[src/design/acfg_pkg.sv]
// Constants for the converter configuration and test-pattern register bank.
// Assumes one sampling-rate clock and register writes on that same clock.
// =====================================================================
package acfg_pkg;

	// =================================================================
	// Register offsets
	localparam logic [7:0] OFS_INPUT_SAMPLING_CONTROL = 8'h11;
	localparam logic [7:0] OFS_MAPPING_LOAD_STROBE    = 8'h13;
	localparam logic [7:0] OFS_PATTERN_VALUE_LOW      = 8'h14;
	localparam logic [7:0] OFS_PATTERN_VALUE_MID      = 8'h15;
	localparam logic [7:0] OFS_PATTERN_SELECT_HIGH    = 8'h16;

	// =================================================================
	// Reset values
	localparam logic [7:0] RST_INPUT_SAMPLING_CONTROL = 8'h00;
	localparam logic [7:0] RST_MAPPING_LOAD_STROBE    = 8'h00;
	localparam logic [7:0] RST_PATTERN_VALUE_LOW      = 8'h00;
	localparam logic [7:0] RST_PATTERN_VALUE_MID      = 8'h00;
	localparam logic [7:0] RST_PATTERN_SELECT_HIGH    = 8'h00;

	// =================================================================
	// Field positions
	localparam int POS_CHAN_A_SINGLE_ENDED  = 5;
	localparam int POS_CHAN_B_SINGLE_ENDED  = 4;
	localparam int POS_DELAY_LOOP_POWERDOWN = 2;
	localparam int POS_AUTOZERO_ENABLE      = 0;
	localparam int POS_MAPPING_LOAD_BIT     = 0;
	localparam int POS_CHAN_B_SEL_LSB       = 5;
	localparam int POS_CHAN_A_SEL_LSB       = 2;
	localparam int POS_PATTERN_HIGH_LSB     = 0;

	// Writable bits of the input control register; the rest read zero.
	localparam logic [7:0] MASK_INPUT_SAMPLING_CONTROL = 8'h35;
	localparam logic [7:0] MASK_MAPPING_LOAD_STROBE    = 8'h01;

	// =================================================================
	// Widths and pattern codes
	localparam int NATIVE_BITS  = 16;
	localparam int PATTERN_BITS = 18;
	localparam int SEL_BITS     = 3;
	localparam int IF_SEL_BITS  = 8;
	localparam int CHANNELS     = 2;

	localparam logic [2:0] SEL_NORMAL   = 3'h0;
	localparam logic [2:0] SEL_RAMP     = 3'h2;
	localparam logic [2:0] SEL_CONSTANT = 3'h3;

endpackage

[src/design/acfg_top.sv]
// Configuration registers and test-pattern insertion for a dual-channel converter.
// Assumes register writes, reads and sample data all arrive on CLK; the bit
// mapper, output format stage and interface select register sit outside.
module acfg_top (
	input  wire logic                               CLK,
	input  wire logic                               RSTN,
	input  wire logic                               REG_WE,
	input  wire logic [7:0]                         REG_ADDR,
	input  wire logic [7:0]                         REG_WDATA,
	output logic      [7:0]                         REG_RDATA,
	input  wire logic [acfg_pkg::IF_SEL_BITS-1:0]   IF_SEL,
	input  wire logic [acfg_pkg::NATIVE_BITS-1:0]   ADC_A_DATA,
	input  wire logic [acfg_pkg::NATIVE_BITS-1:0]   ADC_B_DATA,
	input  wire logic                               ADC_VALID,
	output logic      [acfg_pkg::NATIVE_BITS-1:0]   MAP_A_DATA,
	output logic      [acfg_pkg::NATIVE_BITS-1:0]   MAP_B_DATA,
	output logic                                    MAP_VALID,
	output logic                                    CHAN_A_SINGLE_ENDED,
	output logic                                    CHAN_B_SINGLE_ENDED,
	output logic                                    DELAY_LOOP_POWERDOWN,
	output logic                                    SAMPLE_TIME_QUARTER,
	output logic                                    AUTOZERO_ENABLE,
	output logic                                    MAPPING_LOAD,
	output logic      [acfg_pkg::IF_SEL_BITS-1:0]   MAPPING_SEL
);

	// =================================================================
	// Register file
	logic [7:0] input_ctl_ff;
	logic [7:0] nxt_input_ctl;
	logic [7:0] load_strobe_ff;
	logic [7:0] nxt_load_strobe;
	logic [7:0] pat_low_ff;
	logic [7:0] nxt_pat_low;
	logic [7:0] pat_mid_ff;
	logic [7:0] nxt_pat_mid;
	logic [7:0] pat_high_ff;
	logic [7:0] nxt_pat_high;
	logic [7:0] rdata_ff;
	logic [7:0] nxt_rdata;
	logic       load_done;

	// A load completes when the load bit is written from one back to zero.
	assign load_done = REG_WE && (REG_ADDR == acfg_pkg::OFS_MAPPING_LOAD_STROBE)
		&& load_strobe_ff[acfg_pkg::POS_MAPPING_LOAD_BIT]
		&& !REG_WDATA[acfg_pkg::POS_MAPPING_LOAD_BIT];

	always_comb begin
		nxt_input_ctl   = input_ctl_ff;
		nxt_load_strobe = load_strobe_ff;
		nxt_pat_low     = pat_low_ff;
		nxt_pat_mid     = pat_mid_ff;
		nxt_pat_high    = pat_high_ff;
		if (load_done) begin
			// The mapping load wipes earlier configuration writes.
			nxt_input_ctl   = acfg_pkg::RST_INPUT_SAMPLING_CONTROL;
			nxt_pat_low     = acfg_pkg::RST_PATTERN_VALUE_LOW;
			nxt_pat_mid     = acfg_pkg::RST_PATTERN_VALUE_MID;
			nxt_pat_high    = acfg_pkg::RST_PATTERN_SELECT_HIGH;
			nxt_load_strobe = acfg_pkg::RST_MAPPING_LOAD_STROBE;
		end else if (REG_WE) begin
			case (REG_ADDR)
				acfg_pkg::OFS_INPUT_SAMPLING_CONTROL: begin
					nxt_input_ctl = REG_WDATA & acfg_pkg::MASK_INPUT_SAMPLING_CONTROL;
				end
				acfg_pkg::OFS_MAPPING_LOAD_STROBE: begin
					nxt_load_strobe = REG_WDATA & acfg_pkg::MASK_MAPPING_LOAD_STROBE;
				end
				acfg_pkg::OFS_PATTERN_VALUE_LOW: begin
					nxt_pat_low = REG_WDATA;
				end
				acfg_pkg::OFS_PATTERN_VALUE_MID: begin
					nxt_pat_mid = REG_WDATA;
				end
				acfg_pkg::OFS_PATTERN_SELECT_HIGH: begin
					nxt_pat_high = REG_WDATA;
				end
				default: begin
					nxt_input_ctl = input_ctl_ff;
				end
			endcase
		end
	end

	always_comb begin
		case (REG_ADDR)
			acfg_pkg::OFS_INPUT_SAMPLING_CONTROL: nxt_rdata = input_ctl_ff;
			acfg_pkg::OFS_MAPPING_LOAD_STROBE:    nxt_rdata = load_strobe_ff;
			acfg_pkg::OFS_PATTERN_VALUE_LOW:      nxt_rdata = pat_low_ff;
			acfg_pkg::OFS_PATTERN_VALUE_MID:      nxt_rdata = pat_mid_ff;
			acfg_pkg::OFS_PATTERN_SELECT_HIGH:    nxt_rdata = pat_high_ff;
			default:                              nxt_rdata = 8'h00;
		endcase
	end

	always_ff @(posedge CLK or negedge RSTN) begin
		if (!RSTN) begin
			input_ctl_ff   <= acfg_pkg::RST_INPUT_SAMPLING_CONTROL;
			load_strobe_ff <= acfg_pkg::RST_MAPPING_LOAD_STROBE;
			pat_low_ff     <= acfg_pkg::RST_PATTERN_VALUE_LOW;
			pat_mid_ff     <= acfg_pkg::RST_PATTERN_VALUE_MID;
			pat_high_ff    <= acfg_pkg::RST_PATTERN_SELECT_HIGH;
			rdata_ff       <= 8'h00;
		end else begin
			input_ctl_ff   <= nxt_input_ctl;
			load_strobe_ff <= nxt_load_strobe;
			pat_low_ff     <= nxt_pat_low;
			pat_mid_ff     <= nxt_pat_mid;
			pat_high_ff    <= nxt_pat_high;
			rdata_ff       <= nxt_rdata;
		end
	end

	assign REG_RDATA = rdata_ff;

	// =================================================================
	// Analog control outputs and mapping load
	logic                               se_a_ff;
	logic                               nxt_se_a;
	logic                               se_b_ff;
	logic                               nxt_se_b;
	logic                               delay_loop_powerdown_ff;
	logic                               nxt_delay_loop_powerdown;
	logic                               quarter_ff;
	logic                               nxt_quarter;
	logic                               az_ff;
	logic                               nxt_az;
	logic                               map_load_ff;
	logic                               nxt_map_load;
	logic [acfg_pkg::IF_SEL_BITS-1:0]   map_sel_ff;
	logic [acfg_pkg::IF_SEL_BITS-1:0]   nxt_map_sel;

	always_comb begin
		nxt_se_a     = input_ctl_ff[acfg_pkg::POS_CHAN_A_SINGLE_ENDED];
		nxt_se_b     = input_ctl_ff[acfg_pkg::POS_CHAN_B_SINGLE_ENDED];
		nxt_delay_loop_powerdown  = input_ctl_ff[acfg_pkg::POS_DELAY_LOOP_POWERDOWN];
		nxt_quarter  = !input_ctl_ff[acfg_pkg::POS_DELAY_LOOP_POWERDOWN];
		nxt_az       = input_ctl_ff[acfg_pkg::POS_AUTOZERO_ENABLE];
		nxt_map_load = load_done;
		nxt_map_sel  = load_done ? IF_SEL : map_sel_ff;
	end

	always_ff @(posedge CLK or negedge RSTN) begin
		if (!RSTN) begin
			se_a_ff     <= 1'b0;
			se_b_ff     <= 1'b0;
			delay_loop_powerdown_ff  <= 1'b0;
			quarter_ff  <= 1'b1;
			az_ff       <= 1'b0;
			map_load_ff <= 1'b0;
			map_sel_ff  <= '0;
		end else begin
			se_a_ff     <= nxt_se_a;
			se_b_ff     <= nxt_se_b;
			delay_loop_powerdown_ff  <= nxt_delay_loop_powerdown;
			quarter_ff  <= nxt_quarter;
			az_ff       <= nxt_az;
			map_load_ff <= nxt_map_load;
			map_sel_ff  <= nxt_map_sel;
		end
	end

	assign CHAN_A_SINGLE_ENDED  = se_a_ff;
	assign CHAN_B_SINGLE_ENDED  = se_b_ff;
	assign DELAY_LOOP_POWERDOWN = delay_loop_powerdown_ff;
	assign SAMPLE_TIME_QUARTER  = quarter_ff;
	assign AUTOZERO_ENABLE      = az_ff;
	assign MAPPING_LOAD         = map_load_ff;
	assign MAPPING_SEL          = map_sel_ff;

	// =================================================================
	// Test-pattern insertion ahead of the bit mapper
	logic [acfg_pkg::PATTERN_BITS-1:0] pattern_value;
	logic [acfg_pkg::NATIVE_BITS-1:0]  ch_in   [acfg_pkg::CHANNELS];
	logic [acfg_pkg::NATIVE_BITS-1:0]  ch_out  [acfg_pkg::CHANNELS];
	logic [acfg_pkg::SEL_BITS-1:0]     ch_sel  [acfg_pkg::CHANNELS];
	logic                              valid_ff;
	logic                              nxt_valid;

	assign pattern_value = {pat_high_ff[acfg_pkg::POS_PATTERN_HIGH_LSB +: 2],
		pat_mid_ff, pat_low_ff};
	assign ch_in[0]  = ADC_A_DATA;
	assign ch_in[1]  = ADC_B_DATA;
	assign ch_sel[0] = pat_high_ff[acfg_pkg::POS_CHAN_A_SEL_LSB +: acfg_pkg::SEL_BITS];
	assign ch_sel[1] = pat_high_ff[acfg_pkg::POS_CHAN_B_SEL_LSB +: acfg_pkg::SEL_BITS];

	// Patterns replace raw words before any format or mapping stage, so
	// both output formats and every mapping see them like real samples.
	for (genvar ch = 0; ch < acfg_pkg::CHANNELS; ch++) begin : g_chan
		acfg_pgen u_pgen (
			.CLK      (CLK),
			.RSTN     (RSTN),
			.SEL      (ch_sel[ch]),
			.VALUE    (pattern_value),
			.DATA_IN  (ch_in[ch]),
			.VALID_IN (ADC_VALID),
			.DATA_OUT (ch_out[ch])
		);
	end

	always_comb begin
		nxt_valid = ADC_VALID;
	end

	always_ff @(posedge CLK or negedge RSTN) begin
		if (!RSTN) begin
			valid_ff <= 1'b0;
		end else begin
			valid_ff <= nxt_valid;
		end
	end

	assign MAP_A_DATA = ch_out[0];
	assign MAP_B_DATA = ch_out[1];
	assign MAP_VALID  = valid_ff;

endmodule

[src/design/acfg_pgen.sv]
// One channel of the test-pattern generator.
// Assumes sample data and its valid strobe arrive on the module clock.
module acfg_pgen (
	input  wire logic                                CLK,
	input  wire logic                                RSTN,
	input  wire logic [acfg_pkg::SEL_BITS-1:0]       SEL,
	input  wire logic [acfg_pkg::PATTERN_BITS-1:0]   VALUE,
	input  wire logic [acfg_pkg::NATIVE_BITS-1:0]    DATA_IN,
	input  wire logic                                VALID_IN,
	output logic      [acfg_pkg::NATIVE_BITS-1:0]    DATA_OUT
);

	// =================================================================
	// Ramp accumulator and output word
	logic [acfg_pkg::PATTERN_BITS-1:0] ramp_ff;
	logic [acfg_pkg::PATTERN_BITS-1:0] nxt_ramp;
	logic [acfg_pkg::NATIVE_BITS-1:0]  data_ff;
	logic [acfg_pkg::NATIVE_BITS-1:0]  nxt_data;
	logic [acfg_pkg::PATTERN_BITS:0]   ramp_sum;

	// One spare bit keeps the carry visible; dropping it is the wrap.
	assign ramp_sum = {1'b0, ramp_ff} + {1'b0, VALUE};

	always_comb begin
		nxt_ramp = ramp_ff;
		nxt_data = data_ff;
		if (VALID_IN) begin
			case (SEL)
				acfg_pkg::SEL_RAMP: begin
					// Accumulator is as wide as the pattern value, so its top bits
					// wrap exactly at the native resolution.
					nxt_ramp = ramp_sum[acfg_pkg::PATTERN_BITS-1:0];
					nxt_data = ramp_ff[acfg_pkg::PATTERN_BITS-1 -: acfg_pkg::NATIVE_BITS];
				end
				acfg_pkg::SEL_CONSTANT: begin
					nxt_ramp = '0;
					nxt_data = VALUE[acfg_pkg::PATTERN_BITS-1 -: acfg_pkg::NATIVE_BITS];
				end
				default: begin
					nxt_ramp = '0;
					nxt_data = DATA_IN;
				end
			endcase
		end
	end

	always_ff @(posedge CLK or negedge RSTN) begin
		if (!RSTN) begin
			ramp_ff <= '0;
			data_ff <= '0;
		end else begin
			ramp_ff <= nxt_ramp;
			data_ff <= nxt_data;
		end
	end

	assign DATA_OUT = data_ff;

endmodule

[config.mk]
export PLATFORM = sky130hd
export DESIGN_NAME = acfg_top
export DESIGN_NICKNAME = d
export VERILOG_FILES = /design/src/design/acfg_pkg.sv /design/src/design/acfg_top.sv /design/src/design/acfg_pgen.sv
export SDC_FILE = /design/constraint.sdc
export NUM_CORES = 1
export LEC_CHECK = 0
export BUFFER_PORTS_ARGS = -buffer_cell sky130_fd_sc_hd__buf_2
export CAP_MARGIN = 10
export CORE_MARGIN = 4
export CORE_UTILIZATION = 50
export CTS_BUF_LIST = sky130_fd_sc_hd__clkbuf_8
export CTS_CLUSTER_SIZE = 30
export DETAILED_ROUTE_END_ITERATION = 10
export HOLD_SLACK_MARGIN = 0.06
export MAX_ROUTING_LAYER = met4
export PLACE_DENSITY = 0.83
export SYNTH_ARGS = -nofsm -noshare
export SYNTH_HDL_FRONTEND = slang
export SYNTH_SLANG_ARGS = --single-unit
[constraint.sdc]
create_clock -name CLK -period 3.25 [get_ports CLK]
set_input_delay 0.65 -clock CLK [delete_from_list [all_inputs] [get_ports CLK]]
set_output_delay 0.65 -clock CLK [all_outputs]
set_load 0.02 [all_outputs]
; ---- After elaboration in Yosys (flattened, before gate mapping)
; Cells that the tools add are included.
[classes]
addsub = 2
eq_ne = 9
mux = 20
n_reduce_logical = 16
[op_table]
columns = operator, count
row1 = $mux 8, 15
row2 = $pmux 16 s2, 2
row3 = $eq 8x5->1 const B, 5
row4 = $pmux 8 s5, 1
row5 = $add 18x18->18, 2
row6 = $mux 18, 2
row7 = $eq 3x2->1 const B, 4
row8 = $reduce_bool 2->1, 6
row9 = $reduce_and 2->1, 5
row10 = $logic_and 1x1->1, 3
row11 = $logic_not 1->1, 2
[word_totals]
reg_bits = 131
input_bits = 60
out_inout_bits = 55
wordCells = 65

; ---- Longest topological paths before layout
[depth]
word_depth = 6
ltp_mapped = 9
depth_no_buf = 9

; ---- By module
; From an unflattened synthesis, not the netlist that was laid out.
[unflattened]
hier_cells = 744
area_unflattened_um2 = 7338.3
[modules_own_cells]
columns = mod, instances, cells_each, area_per_inst_um2, seq_area_each_um2
row1 = acfg_pgen at g_chan[0].u_pgen, 1, 274, 2511.2, 850.8
row2 = acfg_top, 1, 222, 2433.6, 1302.5
row3 = acfg_pgen at g_chan[1].u_pgen, 1, 248, 2393.5, 850.8

; ---- Worst setup path before layout
; No wires, ideal clock.
[synth_path]
path_kind = input to register
startpoint = input REG_ADDR[3]
endpoint = register map_sel_ff, in the netlist MAPPING_SEL[0]
setup_time_ns = 0.125
arrival_ns = 2.255
t_required_ns = 3.125
setup_slack_ns = 0.870
stages = 6
n_path_buf = 1
cell_sequence = or4b_4 > nor3_4 > nand4_2 > nor3b_2 > buf_4 > mux2_2
[synth_via]
elab_chain_cells = 4
[synth_rtl]
columns = item, line
row1 = from (decl), acfg_top.sv:8  ; input wire logic [7:0] REG_ADDR,
row2 = $eq 8x5->1, acfg_top.sv:44  ; assign load_done = REG_WE && (REG_ADDR == acfg_pkg::OFS_MAPPING_LOAD_STROBE)
row3 = $logic_and 1x1->1, acfg_top.sv:44
row4 = $logic_and 1x1->1, acfg_top.sv:45  ; && load_strobe_ff[acfg_pkg::POS_MAPPING_LOAD_BIT]
row5 = $logic_and 1x1->1, acfg_top.sv:46  ; && !REG_WDATA[acfg_pkg::POS_MAPPING_LOAD_BIT];
row6 = to (signal assigned), acfg_top.sv:159  ; map_sel_ff <= nxt_map_sel;
row7 = to (decl), acfg_top.sv:130  ; logic [acfg_pkg::IF_SEL_BITS-1:0] map_sel_ff;
; No other way between the ends.
; A chain may end at the register's enable or synchronous reset.

; ---- Worst setup path after layout
[layout_path]
startpoint = register pat_low_ff[0]
endpoint = register g_chan[0].u_pgen.ramp_ff[16] (netlist bit)
[layout_via]
elab_chain_cells = 2
[layout_rtl]
columns = item, line
row1 = from (decl), acfg_top.sv:33  ; logic [7:0] pat_low_ff;
row2 = from (signal assigned), acfg_top.sv:100  ; pat_low_ff <= acfg_pkg::RST_PATTERN_VALUE_LOW;
row3 = from (signal assigned), acfg_top.sv:107  ; pat_low_ff <= nxt_pat_low;
row4 = $add 18x18->18, acfg_pgen.sv:22  ; assign ramp_sum = {1'b0, ramp_ff} + {1'b0, VALUE};
row5 = $mux 18, acfg_pgen.sv:28  ; case (SEL)
row6 = to (signal assigned), acfg_pgen.sv:52  ; ramp_ff <= nxt_ramp;
row7 = to (decl), acfg_pgen.sv:15  ; logic [acfg_pkg::PATTERN_BITS-1:0] ramp_ff;
; No other way between the ends.

==> results.py <==
metrics = {
    "critical_path": {
        "crit_chain": "ha_1 > inv_1 > fa_1 > nor2b_1 > o31a_1 > o311ai_0 > a21boi_0 > mux2i_1 > o221ai_1",
        "worstRegToRegCells": 9,
        "r2r_end": "g_chan[0].u_pgen.ramp_ff[16]$_DFFE_PN0P_",
        "cp_slowest_cell": "o311ai_0",
        "max_stage_delay_ns": 0.59,
        "path_max_fanout": 4,
        "crit_type": "flip-flop to flip-flop",
        "rr_startpoint": "pat_low_ff[0]$_DFFE_PN0P_",
        "start_kind": "flip-flop",
        "worst_setup_path_end_kind": "flip-flop",
        "required_ns": 3.55,
        "rrSetupSlack_ns": 0.58,
        "arrival_ns": 2.97,
    },
    "cells_and_area": {
        "final_area_sq_um": 8290,
        "insertedDiodeCount": 0,
        "multi_input_area_sq_um": 3860,
        "drive_above_1_share": 0.267,
        "seqCellArea_sq_um": 3000,
        "most-common-layout-cells": "dfrtp_1 (119), buf_2 (113), mux2i_1 (67), nand2_1 (62), o21ai_0 (61)",
        "n_fill_cell": 1162,
        "final_common_cell": "dfrtp_1",
        "nNetsFinal": 912,
        "area_delta_synth_final_pct": 16.7,
    },
    "grt": {
        "grt_max_degree": 60,
        "overflow": 0,
        "grt.total_usage": 0.243,
        "grt_pass1_vias": 5968,
        "antenna_found_initial": 0,
        "grt_first_pass_wirelength_mm": 30.3,
    },
    "timing": {
        "relSlewSlack": 0.487,
        "slew_violations": 0,
        "setup-violations-final": 0,
        "rsz0062_at_grt": "false",
        "fin_tns_setup_ns": 0,
        "hold_viol_final": 0,
        "fin_crit_ns": 2.67,
        "finClkSkew_ns": 0.0125,
        "fin_crit_sh": 0.820,
        "worstMarginPinSlew_ns": 0.769,
        "max_freq_mhz": 375,
    },
    "routing": {
        "via_count": 5970,
        "finalWirelength_mm": 18.4,
        "drt_iter0_markers": 553,
        "vias_per_cell": 5.92,
        "drtAntennaViolNets": 0,
        "dr.pass1.iters": 7,
        "drc": 0,
        "wl_per_cell_um": 18.3,
    },
    "cts": {
        "h-tree-depth": 4,
        "clk_pin_slew_ns": 0.07,
        "clock_latency_ns": 0.46,
        "numCtsBuffers": 17,
        "cts.repair.resized": 0,
        "cts_tree": "yes",
        "cts_setup_buffers": 0,
        "clock-sinks": 120,
        "cts_buffer_depth": 2,
        "cts_root_buffer": "clkbuf_8",
        "cts_hold_buf": 0,
    },
    "synth": {
        "synthesis.area_sq_um": 7100,
        "synthMuxAreaShare": 0.155,
        "synth_ff_type": "dfrtp_1",
        "ys_seq_elements": 120,
        "yosysWarnings": 0,
        "synthSimpleGateAreaFrac": 0.131,
        "async_flop_share": 1.00,
        "ys_seq_area_frac": 0.423,
        "synthXorXnorAreaFrac": 0.0197,
        "syn_inst": 700,
        "synth_nets": 796,
        "synth_edf_count": 0,
        "synthAdderAreaFrac": 0.0656,
        "synth_compound_area_frac": 0.170,
        "synth_top_family_by_area": "compound AO/OA/AOI/OAI gates",
        "avgSynthCellArea_sq_um": 10.1,
        "ys_types": 64,
    },
    "place": {
        "place_congestion": 0.913,
        "port_buffers": 114,
        "dpl-instance-area_sq_um": 7880,
        "dp_hpwl_mm": 13.1,
    },
    "pwr": {
        "p_leak_nw": 4.14,
        "power.density_nw_per_um2": 415,
        "peakVddDrop_mv": 0.217,
    },
    "floorplan": {
        "rows": 43,
        "die-area_sq_um": 16200,
        "initial_utilization": 0.511,
        "ios": 115,
        "die_h_um": 127,
        "die_x_um": 127,
        "core_sq_um": 13900,
    },
    "worst_hold_path": {
        "min_path_type": "input pin to asynchronous set/reset pin",
    },
    "outcome": {
        "status": "finished clean",
    },
    "job": {
        "maxCapViolations": 0,
    },
}
worst max-delay path: cells and delay by family, from the launching register on:
family | cells | cell delay (ns)
adder cells (fa/ha/maj) | 2 | 0.45
multiplexers | 1 | 0.21
AND/OR/NAND/NOR | 1 | 0.07
flip-flops | 1 | 0.44
AO/OA/AOI/OAI | 4 | 1.29
buffers and inverters | 1 | 0.07
cell families (layout without fill, tap and decap cells):
logic type	Yosys count	in the layout
and+or+nand+nor	183	183
adders and majority gates	36	36
buffers and inverters	55	184
AOI/OAI and AO/OA	185	185
muxes	105	105
xor gates and xnor gates	16	16
DFF	120	120
worst max-delay path by stage:
stage | from | end | slack [ns] | cells after the start
2_1_floorplan | REG_ADDR[3] | MAPPING_SEL[0]$_DFFE_PN0P_ | 0.87 | 6
4_1_cts | pat_low_ff[0]$_DFFE_PN0P_ | g_chan[0].u_pgen.ramp_ff[16]$_DFFE_PN0P_ | 0.61 | 9
6_report | pat_low_ff[0]$_DFFE_PN0P_ | g_chan[0].u_pgen.ramp_ff[16]$_DFFE_PN0P_ | 0.58 | 9
3_5_place_dp | REG_ADDR[3] | MAPPING_SEL[0]$_DFFE_PN0P_ | 0.48 | 7
5_1_grt | pat_low_ff[0]$_DFFE_PN0P_ | g_chan[0].u_pgen.ramp_ff[16]$_DFFE_PN0P_ | 0.40 | 9
3_3_place_gp | REG_ADDR[3] | MAPPING_SEL[2]$_DFFE_PN0P_ | 0.53 | 7
metrics by stage:
stage	total power, mW	hold slack, ns	util	worst slack [ns]	instances
finish	3.44	0.260	0.597	0.585	1009
global route	3.58	0.317	0.597	0.400	1009
CTS	3.46	0.282	0.597	0.615	1009
detailed placement	2.07	0.409	0.568	0.484	977
global placement	2.06	0.411	0.568	0.527	977
floorplan	1.87	0.354	-	0.870	700
cells in the mapped netlist, types with 6 or more instances:
| cell type | number | area share |
|---|---|---|
| dfrtp_1 | 119 | 0.42 |
| mux2i_1 | 67 | 0.094 |
| nand2_1 | 62 | 0.033 |
| o21ai_0 | 61 | 0.043 |
| nor2_1 | 50 | 0.026 |
| mux2_2 | 38 | 0.060 |
| ha_1 | 34 | 0.060 |
| a21oi_1 | 30 | 0.021 |
| clkbuf_1 | 25 | 0.013 |
| inv_1 | 20 | 0.011 |
| a22o_1 | 18 | 0.022 |
| xnor2_1 | 11 | 0.014 |
| a21o_1 | 10 | 0.011 |
| nor2_2 | 10 | 0.0088 |
| a211oi_1 | 9 | 0.0095 |
| or3_1 | 9 | 0.0079 |
| nand3_1 | 8 | 0.0056 |
| o21a_1 | 8 | 0.0085 |
| and3_1 | 7 | 0.0062 |
| nor3_1 | 6 | 0.0042 |
| o22ai_1 | 6 | 0.0053 |
flip-flops by register name (all words and copies together), names as in the netlist:
signal / flops
g_chan.u_pgen.ramp_ff: 36
g_chan.u_pgen.DATA_OUT: 32
MAPPING_SEL: 8
REG_RDATA: 8
pat_high_ff: 8
pat_low_ff: 8
pat_mid_ff: 8
input_ctl_ff: 4
AUTOZERO_ENABLE: 1
CHAN_A_SINGLE_ENDED: 1
CHAN_B_SINGLE_ENDED: 1
DELAY_LOOP_POWERDOWN: 1
MAPPING_LOAD: 1
MAP_VALID: 1
SAMPLE_TIME_QUARTER: 1
load_strobe_ff: 1
where the power goes:
| group | leakage, nW | internal [mW] | switching, mW |
|---|---|---|---|
| Combinational | 2.35 | 0.168 | 0.260 |
| Sequential | 1.59 | 1.56 | 0.0591 |
| Clock | 0.199 | 0.767 | 0.630 |
routing by layer:
layer  global-route usage  vias to the layer above  wire length, um
met2                0.378                      256             8630
li1                     -                     2804                -
met3               0.0485                       42             1270
met4               0.0902                        0              484
met5                    -                        -                0
met1                0.318                     2868             8050
layout make-up:
| class | count | area share |
|---|---|---|
| Tap cell | 180 | 0.0272 |
| Sequential cell | 120 | 0.362 |
| Inverter | 20 | 0.00906 |
| Multi-Input combinational cell | 525 | 0.465 |
| Clock inverter | 14 | 0.0192 |
| Timing Repair Buffer | 132 | 0.0870 |
| Clock buffer | 18 | 0.0299 |
(Power assumes the default switching activity.)
